**config.mk**
```make
export PLATFORM = sky130hd
export DESIGN_NAME = pdmc_top
export DESIGN_NICKNAME = d
export VERILOG_FILES = /design/src/pkg/pdmc_pkg.sv /design/src/pdmc_axil.sv /design/src/pdmc_strap.sv /design/src/pdmc_top.sv
export SDC_FILE = /design/constraint.sdc
export NUM_CORES = 1
export LEC_CHECK = 0
export BUFFER_PORTS_ARGS = -buffer_cell sky130_fd_sc_hd__buf_2
export CAP_MARGIN = 30
export CORE_UTILIZATION = 53
export CTS_CLUSTER_SIZE = 40
export DETAILED_ROUTE_END_ITERATION = 12
export PLACE_DENSITY = 0.78
export SLEW_MARGIN = 20
export SYNTH_ARGS = -nofsm -noshare
export SYNTH_HDL_FRONTEND = slang
export SYNTH_SLANG_ARGS = --single-unit
```
**constraint.sdc**
```tcl
create_clock -name aclk -period 3.2 [get_ports aclk]
set_clock_uncertainty 0.15 [all_clocks]
set_input_delay 0.16 -clock aclk [delete_from_list [all_inputs] [get_ports aclk]]
set_output_delay 0.16 -clock aclk [all_outputs]
set_load 0.05 [all_outputs]
```
**src/pkg/pdmc_pkg.sv**
```systemverilog
// pdmc_pkg: constants for the power-down mode controller
// assumes: axi4-lite register access, 125 MHz aclk
package pdmc_pkg;
  // register byte offsets
  localparam logic [7:0] OFF_CSR = 8'h00;
  localparam logic [7:0] OFF_PCFG = 8'h04;
  localparam logic [7:0] OFF_STATUS = 8'h08;
  localparam logic [7:0] OFF_STRAPS = 8'h0c;
  // field positions in the cpu control status register
  localparam int PDS_LSB = 10;
  localparam int PDS_MSB = 15;
  localparam int IRQ_GLOBAL_BIT = 0;
  // power_down_select codes
  localparam logic [5:0] PDS_NONE = 6'h00;
  localparam logic [5:0] PDS_HALT_EN = 6'h09;
  localparam logic [5:0] PDS_GATE_ANY = 6'h11;
  localparam logic [5:0] PDS_PLL_OUT = 6'h1a;
  localparam logic [5:0] PDS_PLL_IN = 6'h1c;
  // reset values
  localparam logic [31:0] CSR_RST = 32'h0000_0000;
  localparam logic [7:0] PCFG_RST = 8'h00;
  localparam int PCFG_W = 8;
  // entry delay: up to nine cycles after the selecting write
  localparam int ENTRY_DELAY = 9;
  localparam logic [3:0] ENTRY_CNT = 4'(ENTRY_DELAY - 1);
  // axi responses
  localparam logic [1:0] RESP_OKAY = 2'b00;
  localparam logic [1:0] RESP_SLVERR = 2'b10;
  typedef enum logic [2:0] {
    PDMC_RUN = 3'b000,
    PDMC_PEND = 3'b001,
    PDMC_HALT = 3'b010,
    PDMC_GATE = 3'b011,
    PDMC_PLLO = 3'b100,
    PDMC_PLLI = 3'b101
  } pdmc_state_t;
endpackage

```
**src/pdmc_axil.sv**
```systemverilog
// pdmc_axil: axi4-lite slave, four word registers
// assumes: single clock, one outstanding write and read
`timescale 1ns/1ps
module pdmc_axil (
  input wire logic aclk,
  input wire logic aresetn,
  input wire logic [7:0] s_axil_awaddr,
  input wire logic s_axil_awvalid,
  output logic s_axil_awready,
  input wire logic [31:0] s_axil_wdata,
  input wire logic [3:0] s_axil_wstrb,
  input wire logic s_axil_wvalid,
  output logic s_axil_wready,
  output logic [1:0] s_axil_bresp,
  output logic s_axil_bvalid,
  input wire logic s_axil_bready,
  input wire logic [7:0] s_axil_araddr,
  input wire logic s_axil_arvalid,
  output logic s_axil_arready,
  output logic [31:0] s_axil_rdata,
  output logic [1:0] s_axil_rresp,
  output logic s_axil_rvalid,
  input wire logic s_axil_rready,
  output logic wr_en,
  output logic [7:0] wr_addr,
  output logic [31:0] wr_data,
  output logic [3:0] wr_strb,
  input wire logic wr_ok,
  output logic [7:0] rd_addr,
  input wire logic [31:0] rd_data,
  input wire logic rd_ok
);
  logic aw_have_q, aw_have_d, w_have_q, w_have_d, bvalid_q, bvalid_d;
  logic [7:0] awaddr_q, awaddr_d;
  logic [31:0] wdata_q, wdata_d;
  logic [3:0] wstrb_q, wstrb_d;
  logic [1:0] bresp_q, bresp_d, rresp_q, rresp_d;
  logic rvalid_q, rvalid_d;
  logic [31:0] rdata_q, rdata_d;
  logic fire;

  // ----------------------------------------
  // write path
  // ----------------------------------------
  always_comb begin
    aw_have_d = aw_have_q;
    w_have_d = w_have_q;
    awaddr_d = awaddr_q;
    wdata_d = wdata_q;
    wstrb_d = wstrb_q;
    bvalid_d = bvalid_q;
    bresp_d = bresp_q;
    if (s_axil_awvalid && !aw_have_q) begin
      aw_have_d = 1'b1;
      awaddr_d = s_axil_awaddr;
    end
    if (s_axil_wvalid && !w_have_q) begin
      w_have_d = 1'b1;
      wdata_d = s_axil_wdata;
      wstrb_d = s_axil_wstrb;
    end
    fire = aw_have_q && w_have_q && !bvalid_q;
    if (fire) begin
      bvalid_d = 1'b1;
      bresp_d = wr_ok ? pdmc_pkg::RESP_OKAY : pdmc_pkg::RESP_SLVERR;
      aw_have_d = 1'b0;
      w_have_d = 1'b0;
    end
    if (bvalid_q && s_axil_bready) begin
      bvalid_d = 1'b0;
    end
  end

  assign s_axil_awready = !aw_have_q;
  assign s_axil_wready = !w_have_q;
  assign s_axil_bvalid = bvalid_q;
  assign s_axil_bresp = bresp_q;
  assign wr_en = fire;
  assign wr_addr = awaddr_q;
  assign wr_data = wdata_q;
  assign wr_strb = wstrb_q;

  // ----------------------------------------
  // read path
  // ----------------------------------------
  always_comb begin
    rvalid_d = rvalid_q;
    rdata_d = rdata_q;
    rresp_d = rresp_q;
    if (s_axil_arvalid && !rvalid_q) begin
      rvalid_d = 1'b1;
      rdata_d = rd_ok ? rd_data : 32'h0000_0000;
      rresp_d = rd_ok ? pdmc_pkg::RESP_OKAY : pdmc_pkg::RESP_SLVERR;
    end else if (rvalid_q && s_axil_rready) begin
      rvalid_d = 1'b0;
    end
  end

  assign s_axil_arready = !rvalid_q;
  assign rd_addr = s_axil_araddr;
  assign s_axil_rvalid = rvalid_q;
  assign s_axil_rdata = rdata_q;
  assign s_axil_rresp = rresp_q;

  always_ff @(posedge aclk) begin
    if (!aresetn) begin
      aw_have_q <= 1'b0;
      w_have_q <= 1'b0;
      awaddr_q <= 8'h00;
      wdata_q <= 32'h0000_0000;
      wstrb_q <= 4'h0;
      bvalid_q <= 1'b0;
      bresp_q <= 2'b00;
      rvalid_q <= 1'b0;
      rdata_q <= 32'h0000_0000;
      rresp_q <= 2'b00;
    end else begin
      aw_have_q <= aw_have_d;
      w_have_q <= w_have_d;
      awaddr_q <= awaddr_d;
      wdata_q <= wdata_d;
      wstrb_q <= wstrb_d;
      bvalid_q <= bvalid_d;
      bresp_q <= bresp_d;
      rvalid_q <= rvalid_d;
      rdata_q <= rdata_d;
      rresp_q <= rresp_d;
    end
  end
endmodule

```
**src/pdmc_strap.sv**
```systemverilog
// pdmc_strap: captures peripheral select straps while reset is held
// assumes: strap pins stable during reset
`timescale 1ns/1ps
module pdmc_strap (
  input wire logic aclk,
  input wire logic aresetn,
  input wire logic [3:0] strap_pins,
  output logic [3:0] strap_q
);
  logic [3:0] strap_d;

  // sampled on every clock while in reset, frozen after release
  always_comb begin
    strap_d = aresetn ? strap_q : strap_pins;
  end

  always_ff @(posedge aclk) begin
    strap_q <= strap_d;
  end
endmodule

```
**src/pdmc_top.sv**
```systemverilog
// pdmc_top: power-down mode controller with axi4-lite registers
// assumes: cpu, interrupt logic, pll and emulator signals synchronous to aclk
// Operation
// RQ1: mode taken from bits 15..10 of the cpu control register; zero is none
// RQ2: software writes the whole select field in one write
// RQ3: software writes zero to bit 15 of the select field
// RQ4: code 001001 halts cpu, keeps interrupt logic, wakes on enabled interrupt
// RQ5: code 010001 gates cpu clocks, wakes on any interrupt
// RQ6: dma between peripherals and memory keeps running in light mode
// RQ7: code 011010 stops pll output, keeps state, wakes only by reset
// RQ8: code 011100 stops pll input, wakes by reset with pll relock
// RQ9: pll-stopping modes end only at device reset
// RQ10: functional outputs freeze on entry to pll-stopping modes
// RQ11: mode takes effect up to nine cycles after the selecting write
// RQ12: non-enabled interrupt wake resumes at the power-down instruction
// RQ13: enabled interrupt wake runs the service routine, then resumes
// RQ14: service routine runs only if global and nmi enables are set
// RQ15: only the main input clock is gated, other clocks never
// RQ16: attached emulator masks power-down modes until its reset or removal
// RQ17: in pll-stopping modes emulation commands spin and pc writes fail
// RQ18: host port, pci, mac and management enables sampled from reset straps
// RQ19: audio, serial, video and i2c ports enabled by peripheral config bits
// RQ20: selected state held in a register that reset clears to none
`timescale 1ns/1ps
module pdmc_top (
  input wire logic aclk,
  input wire logic aresetn,
  input wire logic [7:0] s_axil_awaddr,
  input wire logic s_axil_awvalid,
  output logic s_axil_awready,
  input wire logic [31:0] s_axil_wdata,
  input wire logic [3:0] s_axil_wstrb,
  input wire logic s_axil_wvalid,
  output logic s_axil_wready,
  output logic [1:0] s_axil_bresp,
  output logic s_axil_bvalid,
  input wire logic s_axil_bready,
  input wire logic [7:0] s_axil_araddr,
  input wire logic s_axil_arvalid,
  output logic s_axil_arready,
  output logic [31:0] s_axil_rdata,
  output logic [1:0] s_axil_rresp,
  output logic s_axil_rvalid,
  input wire logic s_axil_rready,
  input wire logic irq_pending,
  input wire logic irq_enabled,
  input wire logic nmi_enable,
  input wire logic emu_attached,
  input wire logic emu_exec_cmd,
  input wire logic emu_pc_write,
  input wire logic pci_en_pin,
  input wire logic host_data_bit5_strap,
  input wire logic mac_select_pin,
  input wire logic mdio_en_pin,
  output logic cpu_halt,
  output logic main_input_clock_gate,
  output logic pll_output_stop,
  output logic pll_input_stop,
  output logic io_freeze,
  output logic dma_run,
  output logic wake_isr,
  output logic wake_resume,
  output logic emu_spin_idle,
  output logic emu_pc_write_fail,
  output logic host_port_en,
  output logic pci_en,
  output logic ethernet_mac_unit_en,
  output logic mdio_en,
  output logic [pdmc_pkg::PCFG_W-1:0] peripheral_en
);
  logic wr_en;
  logic wr_ok;
  logic rd_ok;
  logic [7:0] wr_addr;
  logic [7:0] rd_addr;
  logic [31:0] wr_data;
  logic [31:0] rd_data;
  logic [3:0] wr_strb;

  logic [3:0] strap_q;
  logic [31:0] csr_q;
  logic [31:0] csr_d;
  logic [31:0] pcfg_word;
  logic [pdmc_pkg::PCFG_W-1:0] pcfg_q;
  logic [pdmc_pkg::PCFG_W-1:0] pcfg_d;

  pdmc_pkg::pdmc_state_t st_q;
  pdmc_pkg::pdmc_state_t st_d;
  logic [5:0] pend_q;
  logic [5:0] pend_d;
  logic [3:0] cnt_q;
  logic [3:0] cnt_d;

  logic cpu_halt_q;
  logic cpu_halt_d;
  logic clk_gate_q;
  logic clk_gate_d;
  logic pllo_q;
  logic pllo_d;
  logic plli_q;
  logic plli_d;
  logic frz_q;
  logic frz_d;
  logic dma_q;
  logic dma_d;
  logic isr_q;
  logic isr_d;
  logic res_q;
  logic res_d;
  logic spin_q;
  logic spin_d;
  logic pcf_q;
  logic pcf_d;
  logic [pdmc_pkg::PCFG_W-1:0] pen_q;
  logic [pdmc_pkg::PCFG_W-1:0] pen_d;
  logic [3:0] sel_q;

  logic wake_hit;
  logic wake_en_path;

  // ----------------
  // helpers
  // ----------------
  function automatic logic pds_legal(input logic [5:0] code);
    pds_legal = (code == pdmc_pkg::PDS_HALT_EN) || (code == pdmc_pkg::PDS_GATE_ANY) ||
                (code == pdmc_pkg::PDS_PLL_OUT) || (code == pdmc_pkg::PDS_PLL_IN);
  endfunction

  function automatic logic [31:0] merge(input logic [31:0] old, input logic [31:0] nw,
                                        input logic [3:0] strb);
    for (int i = 0; i < 4; i++) begin
      merge[i*8 +: 8] = strb[i] ? nw[i*8 +: 8] : old[i*8 +: 8];
    end
  endfunction

  // ----------------
  // submodules
  // ----------------
  pdmc_axil u_axil (
    .aclk(aclk),
    .aresetn(aresetn),
    .s_axil_awaddr(s_axil_awaddr),
    .s_axil_awvalid(s_axil_awvalid),
    .s_axil_awready(s_axil_awready),
    .s_axil_wdata(s_axil_wdata),
    .s_axil_wstrb(s_axil_wstrb),
    .s_axil_wvalid(s_axil_wvalid),
    .s_axil_wready(s_axil_wready),
    .s_axil_bresp(s_axil_bresp),
    .s_axil_bvalid(s_axil_bvalid),
    .s_axil_bready(s_axil_bready),
    .s_axil_araddr(s_axil_araddr),
    .s_axil_arvalid(s_axil_arvalid),
    .s_axil_arready(s_axil_arready),
    .s_axil_rdata(s_axil_rdata),
    .s_axil_rresp(s_axil_rresp),
    .s_axil_rvalid(s_axil_rvalid),
    .s_axil_rready(s_axil_rready),
    .wr_en(wr_en),
    .wr_addr(wr_addr),
    .wr_data(wr_data),
    .wr_strb(wr_strb),
    .wr_ok(wr_ok),
    .rd_addr(rd_addr),
    .rd_data(rd_data),
    .rd_ok(rd_ok)
  );

  // strap order: host port, pci, mac, management
  pdmc_strap u_strap (
    .aclk(aclk),
    .aresetn(aresetn),
    .strap_pins({mdio_en_pin, mac_select_pin, pci_en_pin, host_data_bit5_strap}),
    .strap_q(strap_q)
  );

  // ----------------------------------------
  // registers
  // ----------------------------------------
  assign wr_ok = (wr_addr == pdmc_pkg::OFF_CSR) || (wr_addr == pdmc_pkg::OFF_PCFG);
  assign rd_ok = (rd_addr == pdmc_pkg::OFF_CSR) || (rd_addr == pdmc_pkg::OFF_PCFG) ||
                 (rd_addr == pdmc_pkg::OFF_STATUS) || (rd_addr == pdmc_pkg::OFF_STRAPS);

  always_comb begin
    csr_d = csr_q;
    pcfg_d = pcfg_q;
    pcfg_word = merge({24'h000000, pcfg_q}, wr_data, wr_strb);
    // whole-field write assumed from software [RQ2] [RQ3]
    if (wr_en && wr_addr == pdmc_pkg::OFF_CSR) begin
      csr_d = merge(csr_q, wr_data, wr_strb);
    end
    if (wr_en && wr_addr == pdmc_pkg::OFF_PCFG) begin
      pcfg_d = pcfg_word[pdmc_pkg::PCFG_W-1:0];
    end
    // field returns to none when the light mode ends by wake
    if (wake_hit) begin
      csr_d[pdmc_pkg::PDS_MSB:pdmc_pkg::PDS_LSB] = pdmc_pkg::PDS_NONE;
    end
  end

  // ----------------
  // read mux
  // ----------------
  always_comb begin
    unique case (rd_addr)
      pdmc_pkg::OFF_CSR: rd_data = csr_q;
      pdmc_pkg::OFF_PCFG: rd_data = {24'h000000, pcfg_q};
      pdmc_pkg::OFF_STATUS: rd_data = {22'h000000, cnt_q, 3'h0, st_q};
      pdmc_pkg::OFF_STRAPS: rd_data = {28'h0000000, strap_q};
      default: rd_data = 32'h0000_0000;
    endcase
  end

  // ----------------------------------------
  // power-down state machine
  // ----------------------------------------
  assign wake_en_path = irq_pending && irq_enabled;
  assign wake_hit = ((st_q == pdmc_pkg::PDMC_HALT) && wake_en_path) ||
                    ((st_q == pdmc_pkg::PDMC_GATE) && irq_pending);

  always_comb begin
    st_d = st_q;
    pend_d = pend_q;
    cnt_d = cnt_q;
    unique case (st_q)
      pdmc_pkg::PDMC_RUN: begin
        // new nonzero legal code arms the entry delay [RQ1] [RQ11]
        if (wr_en && wr_addr == pdmc_pkg::OFF_CSR && wr_strb[1] &&
            pds_legal(wr_data[pdmc_pkg::PDS_MSB:pdmc_pkg::PDS_LSB])) begin
          st_d = pdmc_pkg::PDMC_PEND;
          pend_d = wr_data[pdmc_pkg::PDS_MSB:pdmc_pkg::PDS_LSB];
          cnt_d = pdmc_pkg::ENTRY_CNT;
        end
      end
      pdmc_pkg::PDMC_PEND: begin
        if (emu_attached) begin
          st_d = pdmc_pkg::PDMC_PEND; // masked while emulator attached [RQ16]
        end else if (cnt_q != 4'h0) begin
          cnt_d = cnt_q - 4'h1; // [RQ11]
        end else begin
          unique case (pend_q)
            pdmc_pkg::PDS_HALT_EN: st_d = pdmc_pkg::PDMC_HALT; // [RQ4]
            pdmc_pkg::PDS_GATE_ANY: st_d = pdmc_pkg::PDMC_GATE; // [RQ5]
            pdmc_pkg::PDS_PLL_OUT: st_d = pdmc_pkg::PDMC_PLLO; // [RQ7]
            default: st_d = pdmc_pkg::PDMC_PLLI; // [RQ8]
          endcase
        end
        if (csr_q[pdmc_pkg::PDS_MSB:pdmc_pkg::PDS_LSB] == pdmc_pkg::PDS_NONE) begin
          st_d = pdmc_pkg::PDMC_RUN;
        end
      end
      pdmc_pkg::PDMC_HALT: begin
        if (wake_en_path) begin
          st_d = pdmc_pkg::PDMC_RUN; // [RQ4]
        end
      end
      pdmc_pkg::PDMC_GATE: begin
        if (irq_pending) begin
          st_d = pdmc_pkg::PDMC_RUN; // [RQ5]
        end
      end
      pdmc_pkg::PDMC_PLLO, pdmc_pkg::PDMC_PLLI: begin
        st_d = st_q; // only reset leaves [RQ9]
      end
      default: st_d = pdmc_pkg::PDMC_RUN;
    endcase
  end

  // ----------------------------------------
  // registered outputs
  // ----------------------------------------
  always_comb begin
    cpu_halt_d = (st_d == pdmc_pkg::PDMC_HALT) || (st_d == pdmc_pkg::PDMC_GATE) ||
                 (st_d == pdmc_pkg::PDMC_PLLO) || (st_d == pdmc_pkg::PDMC_PLLI);
    // only the main input clock is gated [RQ15]
    clk_gate_d = (st_d == pdmc_pkg::PDMC_GATE) || (st_d == pdmc_pkg::PDMC_HALT);
    pllo_d = (st_d == pdmc_pkg::PDMC_PLLO); // [RQ7]
    plli_d = (st_d == pdmc_pkg::PDMC_PLLI); // [RQ8]
    frz_d = pllo_d || plli_d; // [RQ10]
    dma_d = !frz_d; // [RQ6]
    // wake routing: isr only with global and nmi enables [RQ12] [RQ13] [RQ14]
    isr_d = (st_q == pdmc_pkg::PDMC_HALT || st_q == pdmc_pkg::PDMC_GATE) && wake_hit &&
            irq_enabled && csr_q[pdmc_pkg::IRQ_GLOBAL_BIT] && nmi_enable;
    res_d = wake_hit && !isr_d;
    spin_d = frz_d && emu_exec_cmd; // [RQ17]
    pcf_d = frz_d && emu_pc_write; // [RQ17]
    pen_d = pcfg_q; // [RQ19]
  end

  always_ff @(posedge aclk) begin
    if (!aresetn) begin
      csr_q <= pdmc_pkg::CSR_RST; // [RQ20]
      pcfg_q <= pdmc_pkg::PCFG_RST;
      st_q <= pdmc_pkg::PDMC_RUN; // [RQ20]
      pend_q <= pdmc_pkg::PDS_NONE;
      cnt_q <= 4'h0;
      cpu_halt_q <= 1'b0;
      clk_gate_q <= 1'b0;
      pllo_q <= 1'b0;
      plli_q <= 1'b0;
      frz_q <= 1'b0;
      dma_q <= 1'b1;
      isr_q <= 1'b0;
      res_q <= 1'b0;
      spin_q <= 1'b0;
      pcf_q <= 1'b0;
      pen_q <= pdmc_pkg::PCFG_RST;
      sel_q <= 4'h0;
    end else begin
      csr_q <= csr_d;
      pcfg_q <= pcfg_d;
      st_q <= st_d;
      pend_q <= pend_d;
      cnt_q <= cnt_d;
      cpu_halt_q <= cpu_halt_d;
      clk_gate_q <= clk_gate_d;
      pllo_q <= pllo_d;
      plli_q <= plli_d;
      frz_q <= frz_d;
      dma_q <= dma_d;
      isr_q <= isr_d;
      res_q <= res_d;
      spin_q <= spin_d;
      pcf_q <= pcf_d;
      pen_q <= pen_d;
      sel_q <= strap_q; // [RQ18]
    end
  end

  // ----------------
  // port drivers
  // ----------------
  assign cpu_halt = cpu_halt_q;
  assign main_input_clock_gate = clk_gate_q;
  assign pll_output_stop = pllo_q;
  assign pll_input_stop = plli_q;
  assign io_freeze = frz_q;
  assign dma_run = dma_q; // dma keeps going in light mode [RQ6]
  assign wake_isr = isr_q;
  assign wake_resume = res_q;
  assign emu_spin_idle = spin_q;
  assign emu_pc_write_fail = pcf_q;
  assign host_port_en = sel_q[0];
  assign pci_en = sel_q[1];
  assign ethernet_mac_unit_en = sel_q[2];
  assign mdio_en = sel_q[3];
  assign peripheral_en = pen_q;
endmodule

```
After elaboration in Yosys (flattened, before gate mapping)
Index checks and enable logic that the tools add are counted.

word-level totals
  register bits = 163
  word-level logic and storage cells = 133
  input bits = 69

cells by class
  eq/ne operators = 23
  muxes and demuxes = 18
  bitwise operators = 1
  reduce and logical (&&, ||, !) cells = 58
  add/subtract/negate cells = 1

operator list
  cell                                            number
  one-hot mux 32 bit (4 select lines)             1
  two-way mux 32 bit                              1
  == test 6 x 5 -> 1 bit (second input constant)  5
  logical AND 1 bit                               21
  two-way mux 3 bit                               6
  == test 8 x 3 -> 1 bit (second input constant)  2
  == test 8 x 4 -> 1 bit (second input constant)  2
  zero test 8 bit                                 2
  one-hot mux 3 bit (5 select lines)              1
  logical OR 1 bit                                13
  == test 3 x 2 -> 1 bit (second input constant)  4
  == test 3 bit (second input constant)           4
  == test 6 x 4 -> 1 bit (second input constant)  2
  two-way mux 4 bit                               3
  AND reduction 2 bit                             6
  one-hot mux 3 bit (3 select lines)              1
  one-hot mux 4 bit (2 select lines)              1
  OR reduction 2 bit                              4
  zero test 1 bit                                 6
  zero test 6 bit                                 1
  != test 2 bit (second input constant)           3
  two-way mux 2 bit                               2
  AND reduction 4 bit                             1
  nonzero test 2 bit                              2
  6 further kinds                                 7

Depth between registers and ports, before layout
Gate-level depths: netlist (run 1).

  depth after elaboration = 11
  mapped depth = 9
  mapped depth without buffers = 9

By module
Synthesis (run 1) repeated with hierarchy kept, for this count alone.

second synthesis, totals
  cell total of the unflattened synthesis = 713
  area, all modules = 6801.5 µm²

modules (own cells, without submodules)
  module      seq. area each (µm²)  times used  area an instance (µm²)  cells an instance
  pdmc_top    1501.4                1           3384.5                  344
  pdmc_axil   1641.6                1           3293.2                  364
  pdmc_strap  120.1                 1           123.9                   5

Worst setup path before layout (run 1)
No wires, ideal clock.

  kind = register to register
  start = reg u_axil.bvalid_q, in the netlist u_axil.s_axil_bvalid
  end = reg pend_q[5]
  cell stages (with the launch flop) = 7
  library setup time = 0.116 ns
  arrival = 2.167 ns
  path buffers = 2
  slack = 0.766 ns
  cells stage by stage = dfxtp_1 nand3b_1 or4_1 buf_6 a311o_1 buf_6 and3_2

on the way
  word-level cells in the longest chain between the ends = 6

RTL lines
  what                             RTL line          source
  start: declaration               pdmc_axil.sv:33   logic aw_have_q, aw_have_d, w_have_q, w_have_d, bvalid_q, bvalid_d;
  start signal: assignment         pdmc_axil.sv:123  bvalid_q <= bvalid_d;
  zero test 1 bit                  pdmc_axil.sv:62   fire = aw_have_q && w_have_q && !bvalid_q;
  logical AND 1 bit                pdmc_axil.sv:62
  logical AND 1 bit (3 in series)  pdmc_top.sv:228   if (wr_en && wr_addr == pdmc_pkg::OFF_CSR && wr_strb[1] &&
  AND reduction 2 bit (no line)    --
  end signal: assignment           pdmc_top.sv:295   pend_q <= pdmc_pkg::PDS_NONE;
  end signal: assignment           pdmc_top.sv:313   pend_q <= pend_d;
  end: declaration                 pdmc_top.sv:89    logic [5:0] pend_q;

Every way passes these cells.
A chain may end at the register's enable or synchronous reset.

Worst setup path after layout (run 1)
  start = reg cnt_q[0]
  end = reg pcf_q, in the netlist emu_pc_write_fail

on the way
  word-level cells in the longest chain between the ends = 8
  elaborated cells on any way between the ends = 9
  classes of those cells = eq/ne: 2; mux: 4; reduce/logical: 3

RTL lines
  what                                     RTL line                          source
  start: declaration                       pdmc_top.sv:91                    logic [3:0] cnt_q;
  start signal: assignment                 pdmc_top.sv:314                   cnt_q <= cnt_d;
  nonzero test 4 bit *                     pdmc_top.sv:238                   end else if (cnt_q != 4'h0) begin
  two-way mux 3 bit *                      pdmc_top.sv:238
  two-way mux 3 bit *                      pdmc_top.sv:236                   if (emu_attached) begin
  two-way mux 3 bit *                      pdmc_top.sv:248                   if (csr_q[pdmc_pkg::PDS_MSB:pdmc_pkg::PDS_LSB] == pdmc_pkg::PDS_NONE) begin
  one-hot mux 3 bit (5 select lines) *     pdmc_top.sv:225                   unique case (st_q)
  == test 3 bit, on equally long branches  pdmc_top.sv:277, pdmc_top.sv:278
  logical OR 1 bit *                       pdmc_top.sv:279                   frz_d = pllo_d || plli_d;
  logical AND 1 bit *                      pdmc_top.sv:286                   pcf_d = frz_d && emu_pc_write;
  end signal: assignment                   pdmc_top.sv:324                   pcf_q <= pcf_d;
  end: declaration                         pdmc_top.sv:112                   logic pcf_q;

Every way passes the cells marked *; elsewhere a longest branch is shown, timed or not.

==> flow_summary.ini, run 1 <==
[hold_path]
min_path_type = input port to flop

[yosys]
synth_area_leaders = sky130_fd_sc_hd__dfxtp_1 (53%), sky130_fd_sc_hd__nand2_1 (8.0%), sky130_fd_sc_hd__a21oi_1 (6.4%), sky130_fd_sc_hd__mux2i_1 (4.6%), sky130_fd_sc_hd__nor2_1 (4.6%)
yosys.area_share.simple_pct = 21.5
syn_area_mm2 = 0.00593
yosys.cell_types.count = 50
synth_top_flop_cell = sky130_fd_sc_hd__dfxtp_1
main_combinational_cell_family_by_area_after_synthesis = simple AND/OR/NAND/NOR gates
yosys.area_share.adder_pct = 1.06
synth_area_per_cell_um2 = 8.99
synth_largest_type_area_fraction_pct = 53.0
yosysTopAreaCell = sky130_fd_sc_hd__dfxtp_1
ys_warn_count = 0
number_of_flops_mapped_to_enable_cells_by_yosys = 4
synth-seq-cells = 161
synth-xor-area-share_pct = 0.739
synth_compound_area_share_pct = 12.0
synth_cells = 659
ys_seq_area_share_pct = 55.1
ffs_w_async_s_r_synth_pct = 0
multiplexer_share_of_the_synthesized_area_pct = 5.89

[sta]
finalSetupViolations = 0
final_critical_path_setup_slack_ps = 397
rsz0062_at_grt = no
maxClockFrequency_mhz = 357
final.period_utilization_pct = 87.6
slew_headroom_pct = 49.5
timing_worst_slew_pin_value_ps = 754
report.final.hold_viol_count = 0
finalCriticalPeriod_ps = 2800
slew_violations = 0
timing.setup.tns_ps = 0

[critical_path]
critical-path-top-delay-family = simple AND/OR/NAND/NOR gates
critical_path_buffers_and_inverters = 2
worst-path-max-fanout = 4
crit_path_max_incr_delay_ps = 540
slowest_stage = sky130_fd_sc_hd__dlygate4sd3_1
cp_cell_sequence = inv_1 > ha_1 > or3b_2 > nand2_1 > o21ai_0 > a32oi_1 > ha_1 > and3_1 > dlygate4sd3_1
cp.arrival_ps = 3130
crit_path_start_kind = flop
worst_ep_required_time_ps = 3530
worstSetupEndpointType = flop
crit_top_cell = sky130_fd_sc_hd__ha_1
path_class = flop to flop

[place]
gp_routability_congestion = 0.806
place_area_mm2 = 0.00667
detailedPlace.worstSlack_ps = 693
detailedPlacementHpwl_um = 9140
io_port_bufs = 129

[pwr]
cellLeakagePower_nw = 3.49
power_density_mw_per_mm2 = 548
vdd_ir_drop_max_uv = 538

[route]
route.antenna.remaining_nets = 0
drt_iter0_markers = 259
wirelength_um = 14800
detail_route.drc_violations = 0
dr_total_vias = 5381
route.detailed.vias_per_inst = 5.34
routedWlPerCell_um = 14.7
detailedRoute.firstPassIterationCount = 5

[outcome]
outcome = completed

[floorplanning]
initial_utilization_pct = 54.4
floorplan.die_area_mm2 = 0.0116
die_height_um = 108
fp-row-count = 38
fp.coreArea_mm2 = 0.0109
ioPinCount = 132
die-width_um = 108

[cells_and_area]
layout_common_cells = sky130_fd_sc_hd__dfxtp_1 (157), sky130_fd_sc_hd__buf_2 (129), sky130_fd_sc_hd__nand2_1 (127)
multi_input_area_mm2 = 0.00246
antennaDiodeCount = 0
layout_commonest_cell = sky130_fd_sc_hd__dfxtp_1
seq_area_mm2 = 0.00326
final_design_area_no_fill_mm2 = 0.00807
layout_area_growth_over_synthesis_pct = 36.1
layout-drive-gt1-share_pct = 20.5
layout.nets = 931
nFillCells = 747

[clock_tree]
cts_made_buffers = 17
clock_tree_from_tritoncts = yes
post_cts.resized_instances = 0
clock_sink_count = 161
max-clock-path-buffers = 2
worstSkewPairLatency_ps = 530
clk_pin_slew_worst_paths_ps = 60
clockRootBuffer = sky130_fd_sc_hd__clkbuf_8
htree_num_levels = 4

[global_routing]
number_of_antenna_violations_at_the_first_check_in_global_routing = 0
grt_max_degree = 83
track_usage_pct = 26.8
groute.layer.met3.usage_pct = 5.93
grt.overflow.total = 0
top_usage_layer = met2
global_route.usage.met1_pct = 31.1
number_of_global_route_vias_before_repair = 5244
grt_pass1_wl_um = 24200
grt_util_met2_pct = 47.3

[run]
cap_violations = 0
==> report_power, final <==
group	internal, mW	leakage [nW]	total [mW]	switching, mW
logic	0.151	1.89	0.342	0.192
clock network	1.24	0.285	1.98	0.737
registers	2.06	1.31	2.10	0.0379
total	3.45	3.49	4.42	0.967
==> metrics by stage <==
step                utilization [%]  power [mW]  hold slack, ps  cells
detailed placement             61.3        2.40             189    896
CTS                            74.1        4.42            1.77   1008
finish                         74.1        4.42            13.3   1008
global placement               61.3        2.39             190    896
floorplan                         -        2.30             109    660
global route                   74.1        4.56            72.0   1008
==> per-layer routing <==
| layer | vias to the layer above | routed length [um] | share of wire (%) |
|---|---|---|---|
| met3 | 27 | 822 | 5.5 |
| met5 | - | 0 | 0 |
| met2 | 186 | 7410 | 50 |
| li1 | 2636 | - | - |
| met4 | 0 | 307 | 2.1 |
| met1 | 2532 | 6280 | 42 |
==> area by class of cell <==
cell class	count	area share, %
clock buffers	24	5.83
clock inverters	6	1.30
inverters	11	0.527
multi-input cells	446	30.5
flip-flops and latches	161	40.5
well taps	140	2.17
repair buffers	220	19.2
==> tightest hold or removal path, cell delays in order <==
cell	delay [ps]
sky130_fd_sc_hd__buf_2	240
sky130_fd_sc_hd__nor4_1	100
sky130_fd_sc_hd__a21oi_1	110
sky130_fd_sc_hd__nor2_1	40
==> cells in the mapped netlist, types with 4 or more instances <==
cell type	count
sky130_fd_sc_hd__nand2_1	127
sky130_fd_sc_hd__mux2i_1	27
sky130_fd_sc_hd__nor4_1	8
sky130_fd_sc_hd__nand3_1	28
sky130_fd_sc_hd__o21ai_0	6
sky130_fd_sc_hd__ha_1	5
sky130_fd_sc_hd__nor2b_1	5
sky130_fd_sc_hd__edfxtp_1	4
sky130_fd_sc_hd__inv_1	11
sky130_fd_sc_hd__dfxtp_1	157
sky130_fd_sc_hd__a21oi_1	76
sky130_fd_sc_hd__a22oi_1	28
sky130_fd_sc_hd__nor2_1	72
sky130_fd_sc_hd__clkbuf_1	35
sky130_fd_sc_hd__and2_1	14
==> kinds of logic (layout without fill, tap and decap cells) <==
| logic type | Yosys count | after routing |
|---|---|---|
| simple gates | 282 | 282 |
| buf+inv | 53 | 261 |
| xor+xnor | 5 | 5 |
| fa+ha+maj | 5 | 5 |
| mux | 31 | 31 |
| compound gates | 121 | 121 |
| flops | 161 | 161 |
| other cells | 1 | 2 |
==> sequential cells by signal (all words and copies together), names as in the netlist, 3 cells and up <==
register,count
cnt_q,4
csr_q,32
pcfg_q,8
pend_q,6
peripheral_en,8
sel_q,4
st_q,3
u_axil.s_axil_rdata,32
u_axil.wr_addr,8
u_axil.wr_data,32
u_axil.wr_strb,4
u_strap.strap_q,4
==> final timing paths <==
check	startpoint	end	slack, ps	cells past startpoint
worst min-delay path	s_axil_araddr[2]	u_axil.s_axil_rdata[8]$_SDFFE_PN0P_	10	4
worst max register to register	cnt_q[0]$_SDFFE_PN0P_	emu_pc_write_fail$_SDFF_PN0_	400	9
worst min register to register	csr_q[20]$_SDFFE_PN0P_	csr_q[20]$_SDFFE_PN0P_	300	2
worst max-delay path	cnt_q[0]$_SDFFE_PN0P_	emu_pc_write_fail$_SDFF_PN0_	400	9
==> what timing repair did <==
action	in CTS	in global routing
hold buffers	82	0
endpoints found under the hold margin	81	0
setup buffers	0	0
(Power assumes the default switching activity.)
==> inputs of run 2 (changes only) <==
--- a/config.mk
+++ b/config.mk
@@ -10,6 +10,7 @@
 export CORE_UTILIZATION = 53
 export CTS_CLUSTER_SIZE = 40
 export DETAILED_ROUTE_END_ITERATION = 12
+export HOLD_SLACK_MARGIN = 0.12
 export PLACE_DENSITY = 0.78
 export SLEW_MARGIN = 20
 export SYNTH_ARGS = -nofsm -noshare
==> run 2 against run 1 <==
Fmax is 0.54% lower. Sequential cell count unchanged. First-iteration DRC count grew 41%. Hold slack gained 190 ps. Clock power barely moved. Total power rose by 1.8%. Critical endpoint unchanged.
==> flow_summary.ini, run 2 (same netlist as run 1, synthesis figures left out) <==
[run]
cap_violations = 0

[global_routing]
number_of_global_route_vias_before_repair = 5785
track_usage_pct = 30.2
number_of_antenna_violations_at_the_first_check_in_global_routing = 1
grt.overflow.total = 0
grt_max_degree = 83
grt_pass1_wl_um = 27100

[cells_and_area]
nFillCells = 638
final_instance_count_excl_fillers = 1067
layout.nets = 989
layout_commonest_cell = sky130_fd_sc_hd__dfxtp_1
multi_input_area_mm2 = 0.00246
layout_area_growth_over_synthesis_pct = 45.9
layout_common_cells = sky130_fd_sc_hd__dfxtp_1 (157), sky130_fd_sc_hd__dlygate4sd3_1 (140), sky130_fd_sc_hd__buf_2 (129)
layout-drive-gt1-share_pct = 19.2
seq_area_mm2 = 0.00326

[sta]
report.final.hold_viol_count = 0
finalSetupViolations = 0
final.period_utilization_pct = 88.1
slew_violations = 0
maxClockFrequency_mhz = 355
timing_worst_slew_pin_value_ps = 794
finalCriticalPeriod_ps = 2820
timing.setup.tns_ps = 0
slew_headroom_pct = 46.9
rsz0062_at_grt = no

[floorplanning]
ioPinCount = 132
fp-row-count = 38
die-width_um = 108
die_height_um = 108
initial_utilization_pct = 54.4
fp.coreArea_mm2 = 0.0109
floorplan.die_area_mm2 = 0.0116

[hold_path]
min_path_type = input port to flop
capture_endpoint_of_the_worst_hold_path = u_strap.strap_q[2]$_DFFE_PN_
min-delay-start = mac_select_pin
holdPathStages = 2

[route]
detailedRoute.firstPassIterationCount = 5
routedWlPerCell_um = 15.9
wirelength_um = 16900
route.detailed.vias_per_inst = 5.44
drt_iter0_markers = 364
detail_route.drc_violations = 0
dr_total_vias = 5804
route.antenna.remaining_nets = 0

[pwr]
power_density_mw_per_mm2 = 520
vdd_ir_drop_max_uv = 545
cellLeakagePower_nw = 3.77

[critical_path]
worst-r2r-cell-count = 9
crit-reg2reg-launch = cnt_q[0]$_SDFFE_PN0P_
cp.arrival_ps = 3140
worst-path-max-fanout = 4
regToRegEndpoint = emu_pc_write_fail$_SDFF_PN0_
path_class = flop to flop
worstSetupEndpointType = flop
regToRegSetupSlack_ps = 380
worst_ep_required_time_ps = 3530
crit_path_launch = cnt_q[0]$_SDFFE_PN0P_
crit_path_start_kind = flop

[place]
detailedPlacementHpwl_um = 9140
io_port_bufs = 129
gp_routability_congestion = 0.806
place.detailed.instances = 896

[clock_tree]
worstSkewPairLatency_ps = 530
max-clock-path-buffers = 2
cts_made_buffers = 17
clockRootBuffer = sky130_fd_sc_hd__clkbuf_8
htree_num_levels = 4
clock_sink_count = 161
clk_pin_slew_worst_paths_ps = 60
clock_tree_from_tritoncts = yes

[outcome]
outcome = completed
==> run 2: changes by cell type in the layout (fill, tap and decap cells not counted), sizes merged <==
cell and delta:
dlygate4sd3 +58, diode +1
==> run 2: how the worst max path moves through the flow <==
stage	end	slack [ps]	cells after the start
final	emu_pc_write_fail$_SDFF_PN0_	380	9
after detailed placement	pend_q[3]$_SDFFE_PN0P_	690	5
after CTS	emu_pc_write_fail$_SDFF_PN0_	390	9
after global placement	pend_q[5]$_SDFFE_PN0P_	720	4
after global routing	emu_pc_write_fail$_SDFF_PN0_	210	9
after floorplan	pend_q[5]$_SDFFE_PN0P_	770	6
==> run 2: repair_timing <==
action	in CTS	in global routing
buffers inserted	0	0
gates resized for setup	0	0
hold endpoints to repair	89	0
hold buffers	140	0
==> run 2: critical path, stage by stage, from the launching register on <==
cell and delay (ps):
sky130_fd_sc_hd__dfxtp_1 320, sky130_fd_sc_hd__inv_1 120, sky130_fd_sc_hd__ha_1 170, sky130_fd_sc_hd__or3b_2 490
sky130_fd_sc_hd__nand2_1 80, sky130_fd_sc_hd__o21ai_0 80, sky130_fd_sc_hd__a32oi_1 380, sky130_fd_sc_hd__ha_1 260
sky130_fd_sc_hd__and3_1 170, sky130_fd_sc_hd__dlygate4sd3_1 540
==> run 2: per-stage QoR <==
stage               power [mW]  util, %  area (um^2)  setup slack [ps]  hold WS, ps
finish                    4.50     79.4         8650               382          201
global route              4.64     79.4         8650               209          198
CTS                       4.48     79.4         8650               387          181
detailed placement        2.40     61.3         6670               693          189
global placement          2.39     61.3         6670               716          190
floorplan                 2.30        -         5930               766          109
==> run 2: cell type report <==
cell class	instances	area share, %
diodes	1	0.0289
repair buffers	278	24.6
multi-input cells	446	28.5
inverters	11	0.492
clock inverters	6	1.22
well taps	140	2.03
clock buffers	24	5.44
flip-flops and latches	161	37.7
==> run 2: routing by layer <==
layer  vias to the layer above  global-route usage (%)  routed length (um)
met3                        43                    6.54                 897
li1                       2752                       -                   -
met2                       239                    54.4                8690
met1                      2770                    33.7                6900
met5                         -                       0                   0
met4                         0                    13.7                 452
==> run 2: power by group <==
| part | switching [mW] | internal, mW |
|---|---|---|
| clock network | 0.744 | 1.24 |
| registers | 0.0404 | 2.06 |
| logic | 0.212 | 0.200 |
==> inputs of run 3 (changes only) <==
--- a/config.mk
+++ b/config.mk
@@ -7,11 +7,10 @@
 export LEC_CHECK = 0
 export BUFFER_PORTS_ARGS = -buffer_cell sky130_fd_sc_hd__buf_2
 export CAP_MARGIN = 30
-export CORE_UTILIZATION = 53
+export CORE_UTILIZATION = 35
 export CTS_CLUSTER_SIZE = 40
 export DETAILED_ROUTE_END_ITERATION = 12
 export HOLD_SLACK_MARGIN = 0.12
-export PLACE_DENSITY = 0.78
 export SLEW_MARGIN = 20
 export SYNTH_ARGS = -nofsm -noshare
 export SYNTH_HDL_FRONTEND = slang
==> run 3 against run 2 <==
Critical path depth stayed put. Cell count is 1.8% higher. Via count is 11% lower. Sequential share of layout area is 2.2 points higher. Non-clock buffer count is 62 lower. Combinational power is 17% lower. Global-route usage is 12 points lower. Total power is 0.69% higher. Largest power group unchanged. Hold slack worse by 48 ps. Core utilization is 30 points lower. Clock power is 6% higher. Critical path type unchanged.
==> flow_summary.ini, run 3 (same netlist as run 1, synthesis figures left out) <==
[floorplanning]
die_height_um = 132
initial_utilization_pct = 35.7
floorplan.die_area_mm2 = 0.0175
fp-row-count = 47
die-width_um = 132
fp.coreArea_mm2 = 0.0166
ioPinCount = 132

[critical_path]
cp.arrival_ps = 2980
crit_path_max_incr_delay_ps = 540
crit_path_start_kind = flop
worstSetupEndpointType = flop
path_class = flop to flop
slowest_stage = sky130_fd_sc_hd__dlygate4sd3_1
critical-path-top-delay-family = simple AND/OR/NAND/NOR gates
worst_ep_required_time_ps = 3410
crit_top_cell = sky130_fd_sc_hd__ha_1
worst-r2r-cell-count = 9
worst-path-max-fanout = 4
critical_path_buffers_and_inverters = 2
cp_cell_sequence = inv_1 > ha_1 > or3b_2 > nand2_1 > o21ai_0 > a32oi_1 > ha_1 > and3_1 > dlygate4sd3_1
cell_depth_of_the_worst_setup_path = 9

[place]
place_area_mm2 = 0.00676
io_port_bufs = 129
detailedPlace.worstSlack_ps = 658
detailedPlacementHpwl_um = 9460
gp_routability_congestion = 0.745
place.detailed.instances = 975

[cells_and_area]
final_design_area_no_fill_mm2 = 0.00817
nFillCells = 1605
layout_commonest_cell = sky130_fd_sc_hd__dfxtp_1
antennaDiodeCount = 0
layout_common_cells = sky130_fd_sc_hd__dfxtp_1 (157), sky130_fd_sc_hd__buf_2 (129), sky130_fd_sc_hd__nand2_1 (127)
layout_area_growth_over_synthesis_pct = 37.9
fin_util_pct = 49.3
layout.nets = 927
layout-drive-gt1-share_pct = 21.0
final_instance_count_excl_fillers = 1086

[global_routing]
track_usage_pct = 18.0
grt.overflow.total = 0
number_of_antenna_violations_at_the_first_check_in_global_routing = 0
grt_pass1_wl_um = 24900
grt_max_degree = 72
number_of_global_route_vias_before_repair = 4853

[hold_path]
min_path_type = input port to flop
holdPathStages = 4

[clock_tree]
clk_pin_slew_worst_paths_ps = 60
clock_sink_count = 161
htree_num_levels = 4
cts.hold.buffers_added = 79
clock_tree_from_tritoncts = yes
clockRootBuffer = sky130_fd_sc_hd__clkbuf_16
max-clock-path-buffers = 2
cts_made_buffers = 17
worstSkewPairLatency_ps = 420
post_cts.resized_instances = 0
post_cts.repair.setup_buffers = 0

[route]
dr_total_vias = 5194
routedWlPerCell_um = 14.0
detail_route.drc_violations = 0
route.detailed.vias_per_inst = 4.78
route.antenna.remaining_nets = 0
wirelength_um = 15200
drt_iter0_markers = 299
detailedRoute.firstPassIterationCount = 4

[pwr]
internal_power_component_mw = 3.47
p_sw_share_pct = 23.3
p_sw_mw = 1.05
comb_power_share_pct = 7.5
vdd_ir_drop_max_uv = 370
power.share.clock_pct = 46.2
cellLeakagePower_nw = 3.47
power_density_mw_per_mm2 = 554
p_total_mw = 4.53
seqPwrFrac_pct = 46.3

[sta]
report.final.hold_viol_count = 0
slew_violations = 0
timing.setup.tns_ps = 0
timing_worst_slew_pin_value_ps = 771
final.period_utilization_pct = 86.5
finalCriticalPeriod_ps = 2770
maxClockFrequency_mhz = 361
slew_headroom_pct = 48.6
rsz0062_at_grt = no
finalSetupViolations = 0
hold-worst-slack_ps = 154
final_critical_path_setup_slack_ps = 431

[outcome]
outcome = completed

[run]
cap_violations = 0
==> run 3: changes by cell type in the layout (fill, tap and decap cells not counted), sizes merged <==
cell	before	now
diode	1	0
clkinv	4	1
inv	10	14
buf	138	137
clkbuf	24	22
dlygate4sd3	140	79
bufinv	3	2
clkinvlp	0	4
==> run 3: power by group through the flow <==
stage / combinational, mW / clock [mW] / sequential, mW
6_report: 0.341 / 2.09 / 2.10
5_1_grt: 0.373 / 2.23 / 2.10
4_1_cts: 0.339 / 2.13 / 2.10
3_5_place_dp: 0.266 / 0 / 2.14
3_3_place_gp: 0.263 / 0 / 2.14
2_1_floorplan: 0.154 / 0 / 2.15
==> run 3: cell type report <==
type,instances,area (um^2),share of cell area [%]
Sequential cell,161,3260,39.9
Multi-Input combinational cell,446,2460,30.1
Timing Repair Buffer,216,1510,18.5
Clock buffer,22,495,6.06
Tap cell,220,275,3.37
Clock inverter,10,121,1.49
Inverter,11,43.8,0.536
==> run 3: worst register-to-register path: stages, from the launching register on <==
cell and delay [ps]:
sky130_fd_sc_hd__dfxtp_1 320, sky130_fd_sc_hd__inv_1 110, sky130_fd_sc_hd__ha_1 170, sky130_fd_sc_hd__or3b_2 490, sky130_fd_sc_hd__nand2_1 80, sky130_fd_sc_hd__o21ai_0 80
sky130_fd_sc_hd__a32oi_1 370, sky130_fd_sc_hd__ha_1 260, sky130_fd_sc_hd__and3_1 150, sky130_fd_sc_hd__dlygate4sd3_1 540
==> run 3: worst paths after layout <==
| path | startpoint | end | slack [ps] |
|---|---|---|---|
| setup / recovery | cnt_q[0]$_SDFFE_PN0P_ | emu_pc_write_fail$_SDFF_PN0_ | 430 |
| hold / removal | s_axil_araddr[2] | u_axil.s_axil_rdata[7]$_SDFFE_PN0P_ | 150 |
| setup reg to reg | cnt_q[0]$_SDFFE_PN0P_ | emu_pc_write_fail$_SDFF_PN0_ | 430 |
| hold reg to reg | csr_q[5]$_SDFFE_PN0P_ | csr_q[5]$_SDFFE_PN0P_ | 300 |
==> run 3: metal layers <==
metal	track usage (%)	vias up	share of wire, %	wire length, um
li1	-	2634	-	-
met1	23.4	2406	47	7120
met4	5.04	0	1.1	174
met5	0	-	0	0
met2	29.5	138	47	7210
met3	4.65	16	4.8	730
